`src/hdl/cor_consts.vh`:
```
/*
 * constants for the clock output routing and enable block: register
 * indexes, field positions, reset values and reserved-bit masks.
 * assumes it is included by bare name by the design files of the block.
 */
`ifndef COR_CONSTS_VH
`define COR_CONSTS_VH

// ----------------------------------------------------------------------
// register indexes (byte address is four times the index)
// ----------------------------------------------------------------------
`define COR_IDX_GEN_EN 10'h24E
`define COR_IDX_FMT_EN 10'h250
`define COR_IDX_SRC_SEL 10'h251

// ----------------------------------------------------------------------
// reset values
// ----------------------------------------------------------------------
`define COR_RST_GEN_EN 8'h00
`define COR_RST_FMT_EN 8'hF0
`define COR_RST_SRC_SEL 8'h00

// ----------------------------------------------------------------------
// writable-bit masks, reserved bits read as zero
// ----------------------------------------------------------------------
`define COR_MASK_GEN_EN 8'h03
`define COR_MASK_FMT_EN 8'hFF
`define COR_MASK_SRC_SEL 8'h0C

// ----------------------------------------------------------------------
// field positions
// ----------------------------------------------------------------------
`define COR_BIT_GEN_EN_0 0
`define COR_BIT_GEN_EN_1 1
`define COR_BIT_PAIR2_DIFF 7
`define COR_BIT_PAIR2_COPY 6
`define COR_BIT_PAIR0_DIFF 5
`define COR_BIT_PAIR0_COPY 4
`define COR_BIT_FAST_EN_3 3
`define COR_BIT_FAST_EN_2 2
`define COR_BIT_FAST_EN_1 1
`define COR_BIT_FAST_EN_0 0
`define COR_BIT_OUT3_SEL 3
`define COR_BIT_OUT2_SEL 2

// ----------------------------------------------------------------------
// bus answers
// ----------------------------------------------------------------------
`define COR_RESP_OKAY 2'b00
`define COR_RESP_SLVERR 2'b10

`endif

```
`src/hdl/cor_out_gate.v`:
```
/*
 * one clock output stage: registers the chosen source level, optionally
 * inverted for the minus leg of a pair, and its output enable.
 * assumes src is already synchronised to clk_sys.
 */
`timescale 1ns/1ps
`default_nettype none

module cor_out_gate (
   input wire clk_sys,
   input wire rst,
   input wire src,
   input wire inv,
   input wire en,
   output reg clk_out_ff,
   output reg oe_ff
);

   // ---------------------------------------------------------------
   // output stage
   // ---------------------------------------------------------------
   // a disabled output is held low so no runt edge leaks to the load
   always @(posedge clk_sys) begin
      if (rst) begin
         clk_out_ff <= 1'b0;
         oe_ff <= 1'b0;
      end else begin
         clk_out_ff <= en & (src ^ inv);
         oe_ff <= en;
      end
   end

endmodule // cor_out_gate

`default_nettype wire

```
`src/hdl/cor_top.v`:
```
/*
 * clock output routing and enable: an axi4-lite register slave holding
 * three control registers, and the selection, format and enable logic of
 * two general cmos clock outputs and four fast clock outputs.
 * assumes the divider clocks arrive from outside the clk_sys domain and
 * are much slower than clk_sys; they are resampled, so each output
 * follows its source with three cycles of latency and clk_sys jitter.
 */
// The AXI4-Lite slave port was left to the implementer.
// Function
// - general out 0 is cmos from synth zero divider A, gated by its enable
// - general out 1 is cmos from synth zero divider B, gated by its enable
// - pair-2 type 1 makes outputs 2,3 differential from output-2 route
// - cmos pair 2: copy 0 gives own routes, copy 1 gives output-2 route
// - pair-0 type 1 makes outputs 0,1 differential from synth one A
// - cmos pair 0: copy 0 gives A and B, copy 1 gives A to both
// - output-3 enable gates output 3 in cmos, no effect in differential
// - output-2 enable gates output 2 in cmos, both in differential
// - output-1 enable gates output 1 in cmos, ignored in differential
// - output-0 enable gates output 0 in cmos, both in differential
// - output-3 route 0 picks synth one divider D, 1 picks divider B
// - output-2 route 0 picks synth one divider C, 1 picks divider A
`timescale 1ns/1ps
`default_nettype none
`include "cor_consts.vh"

module cor_top #(
   parameter ADDR_W = 12,
   parameter N_SRC = 6
) (
   input wire clk_sys,
   input wire rst,
   // axi4-lite write address
   input wire [ADDR_W-1:0] s_axi_awaddr,
   input wire [2:0] s_axi_awprot,
   input wire s_axi_awvalid,
   output reg s_axi_awready,
   // axi4-lite write data
   input wire [31:0] s_axi_wdata,
   input wire [3:0] s_axi_wstrb,
   input wire s_axi_wvalid,
   output reg s_axi_wready,
   // axi4-lite write response
   output reg [1:0] s_axi_bresp,
   output reg s_axi_bvalid,
   input wire s_axi_bready,
   // axi4-lite read address
   input wire [ADDR_W-1:0] s_axi_araddr,
   input wire [2:0] s_axi_arprot,
   input wire s_axi_arvalid,
   output reg s_axi_arready,
   // axi4-lite read data
   output reg [31:0] s_axi_rdata,
   output reg [1:0] s_axi_rresp,
   output reg s_axi_rvalid,
   input wire s_axi_rready,
   // divider clocks of the two synthesizers
   input wire synthesizer_zero_div_a,
   input wire synthesizer_zero_div_b,
   input wire synthesizer_one_div_a,
   input wire synthesizer_one_div_b,
   input wire synthesizer_one_div_c,
   input wire synthesizer_one_div_d,
   // clock outputs and their drive enables
   output wire general_clock_out_0,
   output wire general_clock_out_0_oe,
   output wire general_clock_out_1,
   output wire general_clock_out_1_oe,
   output wire fast_clock_out_0,
   output wire fast_clock_out_0_oe,
   output wire fast_clock_out_1,
   output wire fast_clock_out_1_oe,
   output wire fast_clock_out_2,
   output wire fast_clock_out_2_oe,
   output wire fast_clock_out_3,
   output wire fast_clock_out_3_oe,
   // pair format, high while the pair drives as one differential output
   output reg pair0_differential_ff,
   output reg pair2_differential_ff
);

   // ---------------------------------------------------------------
   // source synchronisers
   // ---------------------------------------------------------------
   wire [N_SRC-1:0] src_raw;
   reg [N_SRC-1:0] src_meta_ff, src_sync_ff;

   assign src_raw = {synthesizer_one_div_d, synthesizer_one_div_c,
                     synthesizer_one_div_b, synthesizer_one_div_a,
                     synthesizer_zero_div_b, synthesizer_zero_div_a};

   // two flops per divider clock; only the second stage is read below
   always @(posedge clk_sys) begin
      if (rst) begin
         src_meta_ff <= {N_SRC{1'b0}};
         src_sync_ff <= {N_SRC{1'b0}};
      end else begin
         src_meta_ff <= src_raw;
         src_sync_ff <= src_meta_ff;
      end
   end

   wire s0_a = src_sync_ff[0];
   wire s0_b = src_sync_ff[1];
   wire s1_a = src_sync_ff[2];
   wire s1_b = src_sync_ff[3];
   wire s1_c = src_sync_ff[4];
   wire s1_d = src_sync_ff[5];

   // ---------------------------------------------------------------
   // control registers
   // ---------------------------------------------------------------
   reg [7:0] general_output_enables_ff;
   reg [7:0] fast_output_format_enable_1_ff;
   reg [7:0] fast_output_source_select_1_ff;

   // ---------------------------------------------------------------
   // write channel
   // ---------------------------------------------------------------
   reg aw_held_ff, w_held_ff;
   reg [ADDR_W-1:0] aw_addr_ff;
   reg [7:0] w_byte_ff;
   reg w_lane0_ff;

   wire aw_take = s_axi_awvalid & s_axi_awready;
   wire w_take = s_axi_wvalid & s_axi_wready;
   wire wr_go = aw_held_ff & w_held_ff & ~s_axi_bvalid;
   wire [9:0] wr_idx = aw_addr_ff[11:2];
   wire wr_hit_gen = (wr_idx == `COR_IDX_GEN_EN);
   wire wr_hit_fmt = (wr_idx == `COR_IDX_FMT_EN);
   wire wr_hit_src = (wr_idx == `COR_IDX_SRC_SEL);
   wire wr_hit = wr_hit_gen | wr_hit_fmt | wr_hit_src;

   // address and data are taken in either order and held until both are
   // in; ready stays low from the take until the response is accepted,
   // which keeps at most one write in flight
   always @(posedge clk_sys) begin
      if (rst) begin
         aw_held_ff <= 1'b0;
         w_held_ff <= 1'b0;
         aw_addr_ff <= {ADDR_W{1'b0}};
         w_byte_ff <= 8'h00;
         w_lane0_ff <= 1'b0;
         s_axi_awready <= 1'b1;
         s_axi_wready <= 1'b1;
         s_axi_bvalid <= 1'b0;
         s_axi_bresp <= `COR_RESP_OKAY;
      end else begin
         if (aw_take) begin
            aw_held_ff <= 1'b1;
            aw_addr_ff <= s_axi_awaddr;
            s_axi_awready <= 1'b0;
         end
         if (w_take) begin
            w_held_ff <= 1'b1;
            w_byte_ff <= s_axi_wdata[7:0];
            w_lane0_ff <= s_axi_wstrb[0];
            s_axi_wready <= 1'b0;
         end
         if (wr_go) begin
            aw_held_ff <= 1'b0;
            w_held_ff <= 1'b0;
            s_axi_bvalid <= 1'b1;
            s_axi_bresp <= wr_hit ? `COR_RESP_OKAY : `COR_RESP_SLVERR;
         end
         if (s_axi_bvalid & s_axi_bready) begin
            s_axi_bvalid <= 1'b0;
            s_axi_awready <= 1'b1;
            s_axi_wready <= 1'b1;
         end
      end
   end

   // register update; only byte lane 0 carries data, reserved bits are
   // masked off so they can never be set
   always @(posedge clk_sys) begin
      if (rst) begin
         general_output_enables_ff <= `COR_RST_GEN_EN;
         fast_output_format_enable_1_ff <= `COR_RST_FMT_EN;
         fast_output_source_select_1_ff <= `COR_RST_SRC_SEL;
      end else if (wr_go & w_lane0_ff) begin
         if (wr_hit_gen) begin
            general_output_enables_ff <= w_byte_ff & `COR_MASK_GEN_EN;
         end else if (wr_hit_fmt) begin
            fast_output_format_enable_1_ff <= w_byte_ff & `COR_MASK_FMT_EN;
         end else if (wr_hit_src) begin
            fast_output_source_select_1_ff <= w_byte_ff & `COR_MASK_SRC_SEL;
         end
      end
   end

   // ---------------------------------------------------------------
   // read channel
   // ---------------------------------------------------------------
   wire ar_take = s_axi_arvalid & s_axi_arready;
   wire [9:0] rd_idx = s_axi_araddr[11:2];
   reg [7:0] rd_byte;
   reg rd_hit;

   // read decode; unmapped words answer zero with an error response
   always @* begin
      rd_byte = 8'h00;
      rd_hit = 1'b1;
      if (rd_idx == `COR_IDX_GEN_EN) begin
         rd_byte = general_output_enables_ff;
      end else if (rd_idx == `COR_IDX_FMT_EN) begin
         rd_byte = fast_output_format_enable_1_ff;
      end else if (rd_idx == `COR_IDX_SRC_SEL) begin
         rd_byte = fast_output_source_select_1_ff;
      end else begin
         rd_hit = 1'b0;
      end
   end

   // data is captured at the address take and held until rready
   always @(posedge clk_sys) begin
      if (rst) begin
         s_axi_arready <= 1'b1;
         s_axi_rvalid <= 1'b0;
         s_axi_rdata <= 32'h0000_0000;
         s_axi_rresp <= `COR_RESP_OKAY;
      end else if (ar_take) begin
         s_axi_arready <= 1'b0;
         s_axi_rvalid <= 1'b1;
         s_axi_rdata <= {24'h00_0000, rd_byte};
         s_axi_rresp <= rd_hit ? `COR_RESP_OKAY : `COR_RESP_SLVERR;
      end else if (s_axi_rvalid & s_axi_rready) begin
         s_axi_rvalid <= 1'b0;
         s_axi_arready <= 1'b1;
      end
   end

   // ---------------------------------------------------------------
   // field decode
   // ---------------------------------------------------------------
   wire general_out_enable_0 = general_output_enables_ff[`COR_BIT_GEN_EN_0];
   wire general_out_enable_1 = general_output_enables_ff[`COR_BIT_GEN_EN_1];
   wire pair0_differential_select =
      fast_output_format_enable_1_ff[`COR_BIT_PAIR0_DIFF];
   wire pair2_differential_select =
      fast_output_format_enable_1_ff[`COR_BIT_PAIR2_DIFF];
   wire pair0_copy_source =
      fast_output_format_enable_1_ff[`COR_BIT_PAIR0_COPY];
   wire pair2_copy_source =
      fast_output_format_enable_1_ff[`COR_BIT_PAIR2_COPY];
   wire fast_out_enable_0 = fast_output_format_enable_1_ff[`COR_BIT_FAST_EN_0];
   wire fast_out_enable_1 = fast_output_format_enable_1_ff[`COR_BIT_FAST_EN_1];
   wire fast_out_enable_2 = fast_output_format_enable_1_ff[`COR_BIT_FAST_EN_2];
   wire fast_out_enable_3 = fast_output_format_enable_1_ff[`COR_BIT_FAST_EN_3];
   wire fast_out2_source_select =
      fast_output_source_select_1_ff[`COR_BIT_OUT2_SEL];
   wire fast_out3_source_select =
      fast_output_source_select_1_ff[`COR_BIT_OUT3_SEL];

   // ---------------------------------------------------------------
   // fast output routing
   // ---------------------------------------------------------------
   // the copy bit of pair 2 is not forced clear here when output 3 is
   // disabled; keeping the two consistent is left to software
   wire out2_src = fast_out2_source_select ? s1_a : s1_c;
   wire out3_own = fast_out3_source_select ? s1_b : s1_d;
   reg out1_src, out1_inv, out1_en;
   reg out3_src, out3_inv, out3_en;

   // pair 0: a differential pair drives the minus leg as the complement
   // of output 0 and takes the output-0 enable for both legs
   always @* begin
      if (pair0_differential_select) begin
         out1_src = s1_a;
         out1_inv = 1'b1;
         out1_en = fast_out_enable_0;
      end else begin
         out1_src = pair0_copy_source ? s1_a : s1_b;
         out1_inv = 1'b0;
         out1_en = fast_out_enable_1;
      end
   end

   // pair 2: same scheme, the pair source comes from the output-2 route
   always @* begin
      if (pair2_differential_select) begin
         out3_src = out2_src;
         out3_inv = 1'b1;
         out3_en = fast_out_enable_2;
      end else begin
         out3_src = pair2_copy_source ? out2_src : out3_own;
         out3_inv = 1'b0;
         out3_en = fast_out_enable_3;
      end
   end

   // format flags shown to the output pads
   always @(posedge clk_sys) begin
      if (rst) begin
         pair0_differential_ff <= 1'b0;
         pair2_differential_ff <= 1'b0;
      end else begin
         pair0_differential_ff <= pair0_differential_select;
         pair2_differential_ff <= pair2_differential_select;
      end
   end

   // ---------------------------------------------------------------
   // output stages
   // ---------------------------------------------------------------
   cor_out_gate u_gen0 (
      .clk_sys(clk_sys),
      .rst(rst),
      .src(s0_a),
      .inv(1'b0),
      .en(general_out_enable_0),
      .clk_out_ff(general_clock_out_0),
      .oe_ff(general_clock_out_0_oe)
   );

   cor_out_gate u_gen1 (
      .clk_sys(clk_sys),
      .rst(rst),
      .src(s0_b),
      .inv(1'b0),
      .en(general_out_enable_1),
      .clk_out_ff(general_clock_out_1),
      .oe_ff(general_clock_out_1_oe)
   );

   cor_out_gate u_fast0 (
      .clk_sys(clk_sys),
      .rst(rst),
      .src(s1_a),
      .inv(1'b0),
      .en(fast_out_enable_0),
      .clk_out_ff(fast_clock_out_0),
      .oe_ff(fast_clock_out_0_oe)
   );

   cor_out_gate u_fast1 (
      .clk_sys(clk_sys),
      .rst(rst),
      .src(out1_src),
      .inv(out1_inv),
      .en(out1_en),
      .clk_out_ff(fast_clock_out_1),
      .oe_ff(fast_clock_out_1_oe)
   );

   cor_out_gate u_fast2 (
      .clk_sys(clk_sys),
      .rst(rst),
      .src(out2_src),
      .inv(1'b0),
      .en(fast_out_enable_2),
      .clk_out_ff(fast_clock_out_2),
      .oe_ff(fast_clock_out_2_oe)
   );

   cor_out_gate u_fast3 (
      .clk_sys(clk_sys),
      .rst(rst),
      .src(out3_src),
      .inv(out3_inv),
      .en(out3_en),
      .clk_out_ff(fast_clock_out_3),
      .oe_ff(fast_clock_out_3_oe)
   );

endmodule // cor_top

`default_nettype wire

```
`config.mk`:
```
export PLATFORM = sky130hd
export DESIGN_NAME = cor_top
export DESIGN_NICKNAME = d
export VERILOG_FILES = /design/src/hdl/cor_out_gate.v /design/src/hdl/cor_top.v
export VERILOG_INCLUDE_DIRS = /design/src /design/src/hdl
export SDC_FILE = /design/constraint.sdc
export NUM_CORES = 1
export LEC_CHECK = 0
export BUFFER_PORTS_ARGS = -buffer_cell sky130_fd_sc_hd__buf_2
export CORE_ASPECT_RATIO = 0.5
export CORE_MARGIN = 3
export CORE_UTILIZATION = 48
export CTS_BUF_LIST = sky130_fd_sc_hd__clkbuf_4
export CTS_CLUSTER_DIAMETER = 100
export DETAILED_ROUTE_END_ITERATION = 8
export HOLD_SLACK_MARGIN = 0.06
export PLACE_DENSITY = 0.92
export RECOVER_POWER = 100
export SLEW_MARGIN = 5
export SYNTH_ARGS = -nofsm -noshare
export SYNTH_HDL_FRONTEND = slang
export SYNTH_SLANG_ARGS = --single-unit
```
`constraint.sdc`:
```
create_clock -name clk_sys -period 2 [get_ports clk_sys]
set_clock_uncertainty 0.15 [all_clocks]
set_input_delay 0.1 -clock clk_sys [delete_from_list [all_inputs] [get_ports clk_sys]]
set_output_delay 0.1 -clock clk_sys [all_outputs]
set_load 0.01 [all_outputs]
```
# Yosys cells after proc, flatten, opt, wreduce, memory -nomap -nowiden
# Cells that the tools add are included.
dict set report classes {
  addsub 0
  mul 0
  div_mod_pow 0
  order_cmp 0
  n_eq_ne 6
  n_shift 0
  mux 22
  n_bitwise 21
  n_reduce_logical 6
}
# operator n
set op_table {}
lappend op_table {{equality test 10 bit (second input constant)} 6}
lappend op_table {{2-to-1 mux 1 bit} 17}
lappend op_table {{2-to-1 mux 8 bit} 2}
lappend op_table {{bitwise AND 1 bit} 14}
lappend op_table {{2-to-1 mux 2 bit} 2}
lappend op_table {{2-to-1 mux 4 bit} 1}
lappend op_table {{AND reduction 4 bit} 1}
lappend op_table {{OR reduction 2 bit} 2}
lappend op_table {{inverter 1 bit} 3}
lappend op_table {{AND reduction 3 bit} 1}
lappend op_table {{bitwise OR 1 bit} 2}
lappend op_table {{AND reduction 2 bit} 1}
lappend op_table {{nonzero test 2 bit} 1}
lappend op_table {{XOR 1 bit} 2}
dict set report totals {
  ff_bits 78
  latch_bits 0
  ram_bits 0
  rom_bits 0
  input_bits 79
  out_inout_bits 55
  n_memories 0
}

# Logic depth before layout (Yosys ltp)
dict set report logic_depth {
  ltp_word 5
  depth_mapped 4
}

# Modules after synthesis
# A second synthesis with hierarchy kept.
dict set report unflattened {
  cells_unflattened 314
  area_unflattened_um2 2935.3
}
# mod n_inst cells_each area_per_inst_um2 seq_area_each_um2
set by_module_without_submodules {}
lappend by_module_without_submodules {cor_top 1 284 2552.4 1241.2}
lappend by_module_without_submodules {cor_out_gate 6 5 63.8 40.0}

# Worst setup path after synthesis
# Ideal clock, no wire load.
dict set report synth_path {
  path_type {register -> register}
  startpoint {register aw_addr_ff[3]}
  endpoint {register fast_output_format_enable_1_ff[1]}
  setup_time_ns 0.121
  t_arrival_ns 1.514
  t_required_ns 1.729
  slack_ns 0.215
  path_stages_with_launch 5
  n_path_buf 0
  period_less_slack_ns 1.785
  cell_sequence {dfxtp_1 -> or4b_4 -> nor3b_2 -> nand2_4 -> mux2_4}
}
dict set report synth_between {
  elab_chain_cells 3
  word_cells_on_any_way 4
  classes_between {eq/ne: 2; bitwise: 1; reduce/logical: 1}
}
# element line_no
set synth_lines {}
lappend synth_lines {{from (decl)} cor_top.v:121} ;# reg [ADDR_W-1:0] aw_addr_ff;
lappend synth_lines {{from (signal assigned)} cor_top.v:141} ;# aw_addr_ff <= {ADDR_W{1'b0}};
lappend synth_lines {{from (signal assigned)} cor_top.v:151} ;# aw_addr_ff <= s_axi_awaddr;
lappend synth_lines {{equality test 10 bit (no line)} -}
lappend synth_lines {{inverter 1 bit (no line)} -}
lappend synth_lines {{AND reduction 3 bit (no line) (*)} -}
lappend synth_lines {{to (signal assigned)} cor_top.v:179} ;# fast_output_format_enable_1_ff <= `COR_RST_FMT_EN;
lappend synth_lines {{to (signal assigned)} cor_top.v:185} ;# fast_output_format_enable_1_ff <= w_byte_ff & `COR_MASK_FMT_EN;
lappend synth_lines {{to (decl)} cor_top.v:114} ;# reg [7:0] fast_output_format_enable_1_ff;
# Mark *: on every way between the ends. The rest lies on a longest branch, timed or not.
# A chain may end at the register's enable or synchronous reset.

# Worst setup path after layout
# Same ends and word-level chain as after synthesis.

==> metrics.cfg <==
[run_status]
outcome=completed

[global_route]
grt-ovfl-total=0
grt_pass1_vias=2316
grt_pass1_wl_mm=10.4
gr-usage-all-layers_pct=19.1
grt_max_degree=58
antenna_found_initial=0

[yosys]
ys_top_cells_by_count=74 x dfxtp_1, 47 x nand2_1, 26 x buf_4
synth_ff_type=dfxtp_1
synthTopCellsByArea=dfxtp_1 51%, buf_4 6.7%, nand2_1 6.1%
yosys.area.top_type=dfxtp_1
synth_seq_cells=74
synthCells=303
syn_area_per_cell_um2=9.58
yosysMostFrequentCell=dfxtp_1
synth.top_cell.area_share_pct=51.0
synth_edf_count=0
synth.distinct_cells=42
syn_area_um2=2900
ys.warnings.count=0
synthArstFlopShare_pct=0
ys_seq_area_share_pct=51.0

[clock_network]
clockBufferDepth=2
cts_tree=built
post_cts_buffers=0
htree_levels=3
clock_latency_ns=0.41
clock_sinks=74
cts_made_buffers=9
root_buffer=clkbuf_4
path_clk_slew_ns=0.12

[route]
vias=2432
first_pass_iters=4
postRouteAntennaNets=0
totalWireLength_mm=6.66
wire_per_inst_um=13.4
drtIter0Drc=108
vias_per_cell=4.89
drc_errors=0

[finish]
area_growth_pct=29.0
multi_input_area_um2=1260
finalNonFillerCells=497
fillers=445
num_antenna_cells=0
layout-drive-gt1-share_pct=16.7
regArea_um2=1480
nets=498

[setup_path]
endpoint_kind=flip-flop
crit_fanout=6
start_kind=flip-flop
critPathKind=flip-flop to flip-flop
worstPathArrival_ns=2.07
crit_start=aw_addr_ff[3]
crit_family=simple AND/OR/NAND/NOR gates
crit_slowest_cell=or4b_4
r2r_start=aw_addr_ff[3]
worstSetupPathDepth=4
slowest_delay_ns=0.58
worstPathRequired_ns=2.15
cp_num_buf_inv=0
rr_worst_depth=4
crit_chain=or4b_4 -> nor3b_2 -> nand2_4 -> mux2_1

[worst_hold_path]
hold_depth=5
min_from=s_axi_araddr[8]
hold_path.class=primary input to flip-flop

[sta]
final.setup.tns_ns=0
fmaxAchievable_mhz=522
finalSetupViolCount=0
rsz0062_at_grt=false
relSlewSlack_pct=60.5
worst_pin_slew_ns=0.593
post-route-period-util_pct=95.7
min_period_ns=1.91
hold_viol=0
slew_violations=0

[floorplanning]
die_area_um2=7080
start_util_pct=51.3
io_pins=134
die_y_um=61
die_w_um=116
num_rows=19
design.core.area_um2=5660

[placement]
io_buffers=70
gp_congestion=0.792
dpl.cell_count=438
hpwl_mm=4.28

[power_and_ir_drop]
p_leak_nw=1.62
total_power_w=0.00264
ir_worst_vdd_mv=0.400
p_per_area_nw_per_um2=705

[job]
max-cap-violations=0

[area by class of cell]
| cell class | count | share of cell area (%) |
|---|---|---|
| Timing Repair Buffer | 116 | 20.6 |
| Multi-Input combinational cell | 213 | 33.7 |
| Sequential cell | 74 | 39.5 |
| Inverter | 5 | 0.501 |
| Clock buffer | 10 | 2.00 |
| Clock inverter | 6 | 1.14 |
| Tap cell | 73 | 2.44 |
[flip-flops by register name (all words and copies together), names as in the netlist, 2 cells and up]
| signal | flops |
|---|---|
| s_axi_rdata | 8 |
| fast_output_format_enable_1_ff | 8 |
| fast_output_source_select_1_ff | 2 |
| src_meta_ff | 6 |
| aw_addr_ff | 10 |
| w_byte_ff | 8 |
| src_sync_ff | 6 |
| general_output_enables_ff | 2 |
[final timing paths]
path	end	slack (ns)
setup reg to reg	fast_output_format_enable_1_ff[1]	0.09
hold / removal	s_axi_rdata[2]	0.13
hold reg to reg	u_gen0.clk_out_ff	0.29
setup / recovery	fast_output_format_enable_1_ff[1]	0.09
[kinds of logic after synthesis]
kind of cell           after synthesis  synth area share (%)
DFF                                 74                  51.0
muxes                               17                  6.16
buffers and inverters               41                  8.66
and+or+nand+nor                    124                  24.1
other                                1                 0.129
AOI/OAI and AO/OA                   46                  9.95
[timing repair]
item,CTS,global route
resized for setup,0,1
endpoints found under the hold margin,40,0
hold buffers,43,0
endpoints found under the setup margin,0,2
[where the power goes]
part / internal, W / leakage (nW) / switching [W]
logic: 0.000143 / 0.950 / 0.000150
registers: 0.00153 / 0.605 / 0.0000323
clock network: 0.000272 / 0.0644 / 0.000517
[metrics by stage]
stage	utilization, %	worst slack, ns	hold slack [ns]	instance area (um^2)
after floorplan	-	0.215	0.0367	3000
after global placement	57.3	0.133	0.158	3240
after detailed placement	57.3	0.0525	0.165	3240
after CTS	67.0	0.0147	0.101	3790
after global routing	66.2	0.0128	0.140	3750
final	66.2	0.0854	0.132	3750
[tightest hold or removal path, cell delays in order]
cell	delay [ns]
buf_2	0.10
or3b_2	0.22
nor3_1	0.08
nand3_1	0.09
a21oi_1	0.06
[metal layers]
layer / up-vias / global-route usage, % / routed length, um
met5: - / 0 / 0
met4: 0 / 7.44 / 87
met3: 8 / 5.48 / 405
met2: 85 / 36.0 / 3370
met1: 1134 / 21.0 / 2790
li1: 1205 / - / -
[cell usage in the layout, fill, tap and decap left out, types with 4 or more instances in the layout]
master,n
a211oi_1,5
a21oi_1,25
a22o_1,4
and2_1,4
buf_2,40
clkbuf_1,30
clkbuf_4,10
conb_1,26
dfxtp_1,74
dlygate4sd3_1,43
inv_1,5
mux2i_1,13
nand2_1,47
nand2b_1,11
nor2_1,19
nor2b_1,19
No activity file was read; power rests on OpenSTA's default activity.
